### src/core/iisl_pkg.sv
// How it works
// RQ1: Pointer bits 16-17 pick the index register; zero means no indexing.
// RQ2: Codes one, two, three add the first, second or third working register.
// RQ3: Indexing applies only to indirect access, modifying the pointer's address.
// RQ4: The subroutine call takes exactly three word times including fetch.
// RQ5: First call cycle writes program counter plus one to the named location.
// RQ6: Second call cycle reads named location plus one into program counter.
// RQ7: Indirect jump through first linkage word resumes after the call.
// RQ8: Call plus return take five word times and two linkage words.
// RQ9: Calling leaves all three working registers untouched.
// RQ10: Software puts the first linkage word at an even address.
// RQ11: Software puts linkage where caller and subroutine both reach it.
// RQ12: Indirect access treats the address field as a pointer location.
// RQ13: The first 512 words are directly addressable from anywhere.
// RQ14: Base plus index wraps to the memory address width.
// RQ15: Indirect access spends one extra memory cycle fetching the pointer.
package iisl_pkg;
  localparam int WORD_W = 18;
  localparam int ADDR_W = 15;
  localparam int OP_W = 3;
  localparam int IDX_LSB = 16;
  localparam int IDX_W = 2;
  localparam int IND_BIT = 11;
  localparam int FIELD_W = 11;
  localparam int OP_LSB = 15;
  localparam logic [ADDR_W-1:0] COMMON_WORDS = 15'h0200;
  localparam logic [ADDR_W-1:0] BANK_MASK = 15'h7800;
  localparam logic [ADDR_W-1:0] RESET_PC = 15'h0000;
  localparam logic [OP_W-1:0] OP_CALL = 3'h0;
  localparam logic [OP_W-1:0] OP_JUMP = 3'h1;
  localparam logic [IDX_W-1:0] SEL_NONE = 2'h0;
  localparam logic [IDX_W-1:0] SEL_FIRST = 2'h1;
  localparam logic [IDX_W-1:0] SEL_SECOND = 2'h2;
  localparam logic [IDX_W-1:0] SEL_THIRD = 2'h3;
  typedef enum logic [2:0] {
    ST_FETCH, ST_PTR, ST_CALL_STORE, ST_CALL_LOAD, ST_OPER
  } iisl_state_t;
endpackage

### src/core/iisl_core.sv
`timescale 1ns/1ps
module iisl_core (
  input wire logic core_clk,
  input wire logic rst_n,
  input wire logic start,
  input wire logic [iisl_pkg::WORD_W-1:0] reg_first,
  input wire logic [iisl_pkg::WORD_W-1:0] reg_second,
  input wire logic [iisl_pkg::WORD_W-1:0] reg_third,
  input wire logic [iisl_pkg::WORD_W-1:0] mem_rdata,
  output logic [iisl_pkg::ADDR_W-1:0] mem_addr,
  output logic mem_rd,
  output logic mem_wr,
  output logic [iisl_pkg::WORD_W-1:0] mem_wdata,
  output logic [iisl_pkg::ADDR_W-1:0] pc,
  output logic [iisl_pkg::ADDR_W-1:0] oper_addr,
  output logic oper_valid,
  output logic [iisl_pkg::WORD_W-1:0] instr,
  output logic busy
);
  import iisl_pkg::*;

  iisl_state_t state;
  iisl_state_t next_state;
  // Latches on start and holds until reset; there is no halt
  logic run;
  logic next_run;
  logic [ADDR_W-1:0] next_pc;
  logic [WORD_W-1:0] next_instr;
  // Second linkage address, carried from the store cycle into the load cycle
  logic [ADDR_W-1:0] eff;
  logic [ADDR_W-1:0] next_eff;
  logic [ADDR_W-1:0] next_oper_addr;
  logic next_oper_valid;
  logic [ADDR_W-1:0] direct_addr;
  logic [ADDR_W-1:0] indexed_addr;
  logic [ADDR_W-1:0] fld;
  logic [OP_W-1:0] op;
  logic pointer_unindexed;

  assign op = instr[OP_LSB +: OP_W];
  assign pointer_unindexed = instr[IND_BIT];
  assign fld = ADDR_W'(instr[FIELD_W-1:0]);
  assign busy = run;

  // Short field below 512 hits the common area, else stays in the current bank
  always_comb begin
    if (fld < COMMON_WORDS) begin
      direct_addr = fld; // see RQ13
    end else begin
      direct_addr = (pc & BANK_MASK) | fld;
    end
  end

  iisl_index_add #(.ADDR_W(ADDR_W), .WORD_W(WORD_W)) u_idx (
    .sel(mem_rdata[IDX_LSB +: IDX_W]), // see RQ1
    .base(mem_rdata[ADDR_W-1:0]), // see RQ3
    .reg_first(reg_first),
    .reg_second(reg_second),
    .reg_third(reg_third),
    .addr(indexed_addr)
  );

  always_comb begin
    next_state = state;
    next_run = run;
    next_pc = pc;
    next_instr = instr;
    next_eff = eff;
    next_oper_addr = oper_addr;
    next_oper_valid = 1'b0;
    mem_addr = pc;
    mem_rd = 1'b0;
    mem_wr = 1'b0;
    mem_wdata = '0;
    case (state)
      ST_FETCH: begin
        if (start) begin
          next_run = 1'b1;
        end
        // Fetch on the start cycle too, so the first word is not lost
        if (run || start) begin
          mem_rd = 1'b1;
          next_instr = mem_rdata;
          next_pc = ADDR_W'(pc + 1'b1);
          if (mem_rdata[IND_BIT]) begin
            next_state = ST_PTR; // see RQ15
          end else if (mem_rdata[OP_LSB +: OP_W] == OP_CALL) begin
            next_state = ST_CALL_STORE; // see RQ4
          end else begin
            next_state = ST_OPER;
          end
        end
      end
      ST_PTR: begin
        // Address field names the pointer word
        mem_addr = direct_addr; // see RQ12
        mem_rd = 1'b1;
        if (op == OP_JUMP) begin
          // A jump through a linkage word lands on the saved return address
          next_pc = indexed_addr; // see RQ7
          next_state = ST_FETCH;
        end else begin
          next_oper_addr = indexed_addr; // see RQ3
          next_oper_valid = 1'b1;
          next_state = ST_FETCH;
        end
      end
      ST_CALL_STORE: begin
        // pc already holds the word after the call
        mem_addr = direct_addr;
        mem_wr = 1'b1;
        mem_wdata = WORD_W'(pc); // see RQ5
        next_eff = ADDR_W'(direct_addr + 1'b1);
        next_state = ST_CALL_LOAD;
      end
      ST_CALL_LOAD: begin
        // Target comes from the second linkage word
        mem_addr = eff;
        mem_rd = 1'b1;
        next_pc = mem_rdata[ADDR_W-1:0]; // see RQ6
        next_state = ST_FETCH; // see RQ8
      end
      ST_OPER: begin
        // Direct access: no indexing outside indirection
        if (op == OP_JUMP) begin
          next_pc = direct_addr;
        end else begin
          next_oper_addr = direct_addr; // see RQ3
          next_oper_valid = 1'b1;
        end
        next_state = ST_FETCH;
      end
      default: next_state = ST_FETCH;
    endcase
  end

  // Working registers are inputs only; linkage never touches them (see RQ9)
  always_ff @(posedge core_clk or negedge rst_n) begin
    if (!rst_n) begin
      state <= ST_FETCH;
      run <= 1'b0;
      pc <= RESET_PC;
      instr <= '0;
      eff <= '0;
      oper_addr <= '0;
      oper_valid <= 1'b0;
    end else begin
      state <= next_state;
      run <= next_run;
      pc <= next_pc;
      instr <= next_instr;
      eff <= next_eff;
      oper_addr <= next_oper_addr;
      oper_valid <= next_oper_valid;
    end
  end

  // Call linkage: three word times, return address out, target in
  chk_call_three_words: assert property (@(posedge core_clk) disable iff (!rst_n) // see RQ4
    state == ST_CALL_STORE |=> state == ST_CALL_LOAD ##1 state == ST_FETCH)
    else $error("call did not take three word times");
  chk_call_store_link: assert property (@(posedge core_clk) disable iff (!rst_n) // see RQ5
    state == ST_CALL_STORE |-> mem_wr && mem_wdata == WORD_W'(pc))
    else $error("call did not store return address");
  chk_call_load_pc: assert property (@(posedge core_clk) disable iff (!rst_n) // see RQ6
    state == ST_CALL_LOAD |-> mem_addr == eff ##1 pc == ADDR_W'($past(mem_rdata)))
    else $error("call did not load target");
  chk_link_next_word: assert property (@(posedge core_clk) disable iff (!rst_n) // see RQ6
    state == ST_CALL_STORE |=> eff == ADDR_W'($past(mem_addr) + 1'b1))
    else $error("second linkage word not adjacent");
  chk_jump_return: assert property (@(posedge core_clk) disable iff (!rst_n) // see RQ7
    state == ST_PTR && op == OP_JUMP && mem_rdata[IDX_LSB +: IDX_W] == SEL_NONE
    |=> pc == ADDR_W'($past(mem_rdata)))
    else $error("indirect jump missed return address");
  chk_write_only_link: assert property (@(posedge core_clk) disable iff (!rst_n) // see RQ9
    mem_wr |-> state == ST_CALL_STORE)
    else $error("memory written outside call linkage");
  chk_jump_direct: assert property (@(posedge core_clk) disable iff (!rst_n) // see RQ3
    state == ST_OPER && op == OP_JUMP |=> pc == $past(direct_addr))
    else $error("direct jump target wrong");

  // Indexing, including wrap past the top of memory, then the common area and the pointer cycle
  chk_index_first: assert property (@(posedge core_clk) disable iff (!rst_n) // see RQ2
    state == ST_PTR && op != OP_JUMP && mem_rdata[IDX_LSB +: IDX_W] == SEL_FIRST
    |=> oper_valid && oper_addr == ADDR_W'($past(mem_rdata) + $past(reg_first)))
    else $error("first register indexing wrong");
  chk_index_second: assert property (@(posedge core_clk) disable iff (!rst_n) // see RQ2
    state == ST_PTR && op != OP_JUMP && mem_rdata[IDX_LSB +: IDX_W] == SEL_SECOND
    |=> oper_valid && oper_addr == ADDR_W'($past(mem_rdata) + $past(reg_second)))
    else $error("second register indexing wrong");
  chk_index_third_wrap: assert property (@(posedge core_clk) disable iff (!rst_n) // see RQ14
    state == ST_PTR && op != OP_JUMP && mem_rdata[IDX_LSB +: IDX_W] == SEL_THIRD
    |=> oper_valid && oper_addr == ADDR_W'($past(mem_rdata) + $past(reg_third)))
    else $error("third register indexing did not wrap");
  chk_no_index_direct: assert property (@(posedge core_clk) disable iff (!rst_n) // see RQ3
    state == ST_OPER && op != OP_JUMP |=> oper_addr == $past(direct_addr))
    else $error("direct access was indexed");
  chk_common_area: assert property (@(posedge core_clk) disable iff (!rst_n) // see RQ13
    state == ST_PTR && fld < COMMON_WORDS |-> mem_addr == fld)
    else $error("common area not reached directly");
  chk_ind_extra: assert property (@(posedge core_clk) disable iff (!rst_n) // see RQ15
    state == ST_FETCH && run && mem_rdata[IND_BIT] |=> state == ST_PTR && mem_rd)
    else $error("no pointer cycle for indirection");

  // Strobes and program counter per word time
  chk_fetch_advance: assert property (@(posedge core_clk) disable iff (!rst_n) // see RQ5
    state == ST_FETCH && mem_rd |=> pc == ADDR_W'($past(pc) + 1'b1) && state != ST_FETCH)
    else $error("fetch did not advance program counter");
  chk_strobe_exclusive: assert property (@(posedge core_clk) disable iff (!rst_n) // see RQ15
    !(mem_rd && mem_wr))
    else $error("read and write strobes together");

  // Scenarios worth seeing at least once
  cov_call: cover property (@(posedge core_clk) disable iff (!rst_n)
    state == ST_CALL_STORE ##2 state == ST_FETCH);
  cov_return: cover property (@(posedge core_clk) disable iff (!rst_n)
    state == ST_PTR && op == OP_JUMP);
  cov_indexed_third: cover property (@(posedge core_clk) disable iff (!rst_n)
    state == ST_PTR && mem_rdata[IDX_LSB +: IDX_W] == SEL_THIRD);
  cov_indexed_second: cover property (@(posedge core_clk) disable iff (!rst_n)
    state == ST_PTR && mem_rdata[IDX_LSB +: IDX_W] == SEL_SECOND);
  cov_jump_direct: cover property (@(posedge core_clk) disable iff (!rst_n)
    state == ST_OPER && op == OP_JUMP);
endmodule

### src/core/iisl_index_add.sv
`timescale 1ns/1ps
module iisl_index_add #(
  parameter int ADDR_W = 15,
  parameter int WORD_W = 18
) (
  input wire logic [1:0] sel,
  input wire logic [ADDR_W-1:0] base,
  input wire logic [WORD_W-1:0] reg_first,
  input wire logic [WORD_W-1:0] reg_second,
  input wire logic [WORD_W-1:0] reg_third,
  output logic [ADDR_W-1:0] addr
);
  import iisl_pkg::*;
  // The base and the offset are cut from the word, so the address cannot be the wider one
  if (ADDR_W > WORD_W) begin : g_width_check
    $error("address wider than word");
  end
  logic [ADDR_W-1:0] offs;
  always_comb begin
    case (sel)
      SEL_FIRST: offs = reg_first[ADDR_W-1:0]; // see RQ2
      SEL_SECOND: offs = reg_second[ADDR_W-1:0]; // see RQ2
      SEL_THIRD: offs = reg_third[ADDR_W-1:0]; // see RQ2
      default: offs = '0; // see RQ1
    endcase
    // Carry out is dropped so indexed addresses wrap
    addr = ADDR_W'(base + offs); // see RQ14
  end
endmodule

### config.mk
export PLATFORM = sky130hd
export DESIGN_NAME = iisl_core
export DESIGN_NICKNAME = d
export VERILOG_FILES = /design/src/core/iisl_pkg.sv /design/src/core/iisl_core.sv /design/src/core/iisl_index_add.sv
export SDC_FILE = /design/constraint.sdc
export NUM_CORES = 1
export LEC_CHECK = 0
export BUFFER_PORTS_ARGS = -buffer_cell sky130_fd_sc_hd__buf_2
export CAP_MARGIN = 30
export CORE_UTILIZATION = 37
export DETAILED_ROUTE_END_ITERATION = 16
export MAX_ROUTING_LAYER = met4
export PLACE_DENSITY_LB_ADDON = 0.2
export SYNTH_ARGS = -nofsm -noshare
export SYNTH_HDL_FRONTEND = slang
export SYNTH_SLANG_ARGS = --single-unit
### constraint.sdc
create_clock -name core_clk -period 1.8 [get_ports core_clk]
set_input_delay 0.45 -clock core_clk [delete_from_list [all_inputs] [get_ports core_clk]]
set_output_delay 0.45 -clock core_clk [all_outputs]
set_load 0.02 [all_outputs]
# [Word level (Yosys, flattened, before mapping)]
# Index checks and enable logic that the tools add are counted.
[op_classes] n_addsub=3 n_lt_le_gt_ge=1 eq_ne=13 mux=20 bitwise_logic=1 reduce_logical=12
[ops] operator="15-bit 2-to-1 mux" n=7
[ops] operator="15-bit one-hot mux with 2 select lines" n=2
[ops] operator="15-bit one-hot mux with 4 select lines" n=1
[ops] operator="15-bit one-hot mux with 3 select lines" n=1
[ops] operator="15-bit by 1-bit adder with 15-bit output, second input constant" n=2
[ops] operator="15-bit adder" n=1
[ops] operator="15-bit by 11-bit OR with 15-bit output" n=1
[ops] operator="11-bit by 10-bit < comparator with 1-bit output, second input constant" n=1
[ops] operator="2-bit != test, second input constant" n=5
[ops] operator="3-bit 2-to-1 mux" n=3
[ops] operator="3-bit by 1-bit == test with 1-bit output, second input constant" n=2
[ops] operator="3-bit by 2-bit == test with 1-bit output, second input constant" n=2
[ops] operator="3-bit zero test" n=2
[ops] operator="3-bit one-hot mux with 2 select lines" n=1
[ops] operator="2-bit OR reduction" n=3
[ops] operator="2-bit == test, second input constant" n=2
[ops] operator="1-bit 2-to-1 mux" n=4
[ops] operator="2-bit AND reduction" n=2
[ops] operator="4-bit AND reduction" n=1
[ops] operator="4-bit nonzero test" n=1
[ops] operator="3-bit == test, second input constant" n=1
[ops] operator="3-bit AND reduction" n=1
[ops] operator="2-bit by 1-bit == test with 1-bit output, second input constant" n=1
[ops] operator="1-bit one-hot mux with 2 select lines" n=1
[ops] operator="2 further kinds" n=2
[totals] regBits=68 elab_cells=57

# [Logic depth before layout (Yosys ltp)]
[logic_depth] word_depth=5 ltp_mapped=12

# [By module]
# Synthesis repeated with hierarchy kept, for this count alone.
[hier_totals] hier_cells=607 area_unflattened_um2=5185.0
[modules_own_cells] mod="iisl_core" n_inst=1 cells_per_inst=471 area_each_um2=4120.2 seq_area_each_um2=1701.6
[modules_own_cells] mod="iisl_index_add" n_inst=1 cells_per_inst=136 area_each_um2=1064.8 seq_area_each_um2=0.0

# [Worst setup path after synthesis]
# OpenSTA, ideal clock, no wires.
[synth_timing] kind="in2reg" startpoint="input port mem_rdata[16] in the netlist's numbering" endpoint="register pc[12] in the netlist's numbering" setup_ns=0.082 arrival_ns=3.168 path_slack_ns=-1.450 cell_stages=11 n_path_buf=2 cell_sequence="buf_2 -> nor2b_1 -> clkbuf_1 -> a22oi_1 -> fa_1 -> and2b_4 -> o211ai_4 -> a31oi_4 -> a41oi_4 -> or4_1 -> a31oi_1"
[synth_between] elab_chain_cells=5 elab_cells_between_ends=7 cone_classes="add/sub (1); eq/ne (3); mux (3)"
[synth_rtl] item="start, declared" line_no="iisl_core.sv:9" rtl="input wire logic [iisl_pkg::WORD_W-1:0] mem_rdata,"
[synth_rtl] item="2-bit == test / 2-bit by 1-bit == test with 1-bit output (equally long branches)" line_no="iisl_index_add.sv:20" rtl="case (sel)"
[synth_rtl] item="15-bit one-hot mux with 3 select lines *" line_no="iisl_index_add.sv:20"
[synth_rtl] item="15-bit adder *" line_no="iisl_index_add.sv:27" rtl="addr = ADDR_W'(base + offs);"
[synth_rtl] item="15-bit 2-to-1 mux *" line_no="iisl_core.sv:98" rtl="if (op == OP_JUMP) begin"
[synth_rtl] item="15-bit one-hot mux with 4 select lines *" line_no="iisl_core.sv:75" rtl="case (state)"
[synth_rtl] item="end signal, assigned" line_no="iisl_core.sv:150" rtl="pc <= next_pc;"
[synth_rtl] item="end, declared" line_no="iisl_core.sv:14" rtl="output logic [iisl_pkg::ADDR_W-1:0] pc,"
# Mark *: on every way between the ends. The rest lies on a longest branch, timed or not. The select of a mux whose other input is x is not followed.
# A chain may end at the register's enable or synchronous reset.

# [Worst setup path in the final report]
[layout_timing] startpoint="input port mem_rdata[16] in the netlist's numbering" endpoint="register pc[13] in the netlist's numbering"
# The elaborated chain is that of the path after synthesis.

==> results_dict.tcl <==
set metrics [dict create \
    run_status "finished, violations left" \
    violations "setup timing" \
    p_leak_nw 4.02 \
    use_met2_pct 43.1 \
    ys.warnings.count 0 \
    setup_viol_count_final 59 \
    synth_flop_cell "dfrtp_1" \
    drv_cap 0 \
    slowest_delay_ps 510 \
    fmax_mhz 393 \
    critPathKind "primary input to flip-flop" \
    drive_above_1_share_pct 54.9 \
    hold_viol 0 \
    die_w_um 122 \
    startpoint "mem_rdata[16]" \
    hold-worst-slack_ps 132 \
    die_y_um 122 \
    area.growth.synth_to_final_pct 63.0 \
    synth.avg_cell_area_um2 8.34 \
    multi_input_area_um2 3960 \
    regArea_um2 1710 \
    worst_setup_path_start_kind "primary input" \
    synth_cells 644 \
    vias 6096 \
    grt_max_degree 69 \
    numCtsBuffers 9 \
    r2r_start "state[0]$_DFFE_PN0N_" \
    end_kind "flip-flop" \
    wire_per_inst_um 17.8 \
    placed_area_um2 7420 \
    ys_async_sr_fraction_pct 100 \
    ir_worst_vdd_uv 588 \
    antenna_found_initial 0 \
    drt_iter0_drc 474 \
    gr-usage-all-layers_pct 27.4 \
    finalInstanceArea_um2 8750 \
    hold_path_class "primary input to asynchronous set/reset pin" \
    route.detailed.drc 0 \
    grt-busiest-layer "met2" \
    required_ps 2030 \
    cp_cell_sequence "buf_12 -> mux2_4 -> a22oi_2 -> inv_1 -> ha_1 -> a21o_1 -> nand4_1 -> a311oi_4 -> nand4bb_1 -> nand3_1 -> a31o_2" \
    path_clk_slew_ps 60 \
    core-area_um2 14000 \
    grt-ovfl-total 0 \
    arrival_ps 2770 \
    ios 160 \
    layout.nets 1016 \
    grt_use_met3_pct 2.97 \
    synth_cell_type_count 70 \
    dp.cells 1068 \
    grt_pass1_wl_mm 30.4 \
    place_hpwl_mm 14.8 \
    final_cells 1109 \
    diodes 0 \
    tritoncts "built" \
    cts_htree_levels 3 \
    first_pass_iters 5 \
    portBuffers 147 \
    initial_core_util_pct 38.3 \
    ys_seq_area_share_pct 31.7 \
    cts_root_buffer "clkbuf_16" \
    first_global_vias 5898 \
    clock_latency_ps 340 \
    rsz0062_at_grt "yes" \
    gp_congestion 0.874 \
    antenna_left 0 \
    fin_crit_sh_pct 141 \
    clockBufferDepth 2 \
    setup_slack_ps -742 \
    crit_fanout 6 \
    via_per_inst 5.50 \
    powerDensity_nw_per_um2 1390 \
    slowest_stage "a311oi_4" \
    finClkSkew_ps 8.76 \
    grtUsageMet1_pct 36.6 \
    fin_tns_setup_ps -26490 \
    n_fill_cell 1203 \
    cts.sinks 68 \
    syn-cell-area_um2 5370 \
    maxSlewViolCount 0 \
    ys_ff_latch 68 \
    synth_edf_count 0 \
    wl_mm 19.7 \
    row_count 43 \
    post-route-min-period_ps 2540 \
    die-area_um2 15000 \
]
placed cells by master, fill, tap and decap left out, drive strengths merged, types with 3 or more instances in the layout:
master    n
buf     322
nand2    72
dfrtp    68
nor2     57
a21oi    55
o21ai    48
mux2     45
nand3    25
and2     19
a31oi    18
ha       16
a22o     13
a22oi    13
nor3     12
inv      11
xnor2    11
xor2     11
clkbuf   10
and3      9
nand4     7
mux2i     7
o21a      5
nand2b    5
or3       5
a32o      4
or2       4
nor3b     4
o31ai     3
conb      3
clkinv    3
nor2b     3
a211oi    3
a41oi     3
o211ai    3
synth_stat cells, types with 5 or more instances:
cell type  instances  area share [%]
o21ai_0           46             4.3
a31oi_1           17             2.0
buf_2             15             1.4
or3_1              5            0.58
nor3_1            12             1.1
nand3_1           25             2.3
inv_1             10            0.70
nand2_1           72             5.0
mux2_2            44             9.2
nor2_1            55             3.8
and2_1            19             2.2
ha_1              16             3.7
buf_4              7            0.98
and3_1             9             1.0
a22oi_1           13             1.8
a22o_1            13             2.1
buf_1              5            0.35
clkbuf_1          26             1.8
o21a_1             5            0.70
xnor2_1           11             1.8
nand4_1            7            0.82
xor2_1            11             1.8
mux2i_1            7             1.3
a21oi_1           54             5.0
dfrtp_1           68              32
layer usage:
layer / up-vias / part of all wire [%]
li1: 2878 / -
met1: 2942 / 45
met2: 245 / 47
met3: 31 / 5.2
met4: 0 / 2.3
met5: - / 0
worst max-delay path, delay by kind of cell:
family | cells | cell delay (ps)
buffers and inverters | 2 | 170
AO/OA/AOI/OAI | 4 | 1080
multiplexers | 1 | 300
adder cells (fa/ha/maj) | 1 | 260
AND/OR/NAND/NOR | 3 | 490
area by class of cell:
class | count | share of cell area (%)
tap | 180 | 2.57
clock buffer | 9 | 2.57
inverter | 11 | 0.472
multi-input combinational | 511 | 45.2
clock inverter | 7 | 1.16
timing repair buffer | 323 | 28.4
sequential | 68 | 19.5
sequential cells by signal, summed over array words and instances (netlist names):
| name | cells |
|---|---|
| busy | 1 |
| eff | 15 |
| instr | 18 |
| oper_addr | 15 |
| oper_valid | 1 |
| pc | 15 |
| state | 3 |
power breakdown:
group	internal, mW	switching [mW]
Combinational	3.45	3.95
Clock	1.22	0.709
Sequential	2.19	0.615
Total	6.86	5.28
path summary, 6_finish.rpt:
kind	to	slack [ps]	cells after the start
worst max register to register	pc[13]$_DFFE_PN0P_	-230	9
worst min register to register	oper_addr[11]$_DFFE_PN0P_	490	2
min in group core_clk	instr[15]$_DFFE_PN0P_	380	2
max in group asynchronous	instr[9]$_DFFE_PN0P_	1350	2
worst max-delay path	pc[13]$_DFFE_PN0P_	-740	11
worst min-delay path	eff[0]$_DFFE_PN0P_	130	2
repair_timing:
item | in CTS | in global routing
hold buffers | 0 | 0
gates cloned | 1 | 2
endpoints found under the hold margin | 0 | 0
pin swaps | 65 | 41
resized for setup | 160 | 53
setup endpoints to repair | 61 | 64
buffers inserted | 10 | 15
metrics by stage:
step           util, %  power [mW]  worst slack [ps]
6_report          62.3        12.1              -742
5_1_grt           62.3        12.8              -822
4_1_cts           59.6        11.7              -740
3_5_place_dp      52.8        9.09             -1340
3_3_place_gp      52.8        8.96             -1230
2_1_floorplan        -        6.49              -996
cell families after synthesis:
family / count (synthesis) / share of synthesized area (%)
buf+inv: 68 / 6.20
fa+ha+maj: 17 / 4.10
flops: 68 / 31.7
simple gates: 229 / 20.5
other cells: 1 / 0.0698
xor+xnor: 22 / 3.59
compound gates: 187 / 23.1
mux: 52 / 10.7
Note: power is estimated with default switching activity, not from simulation.
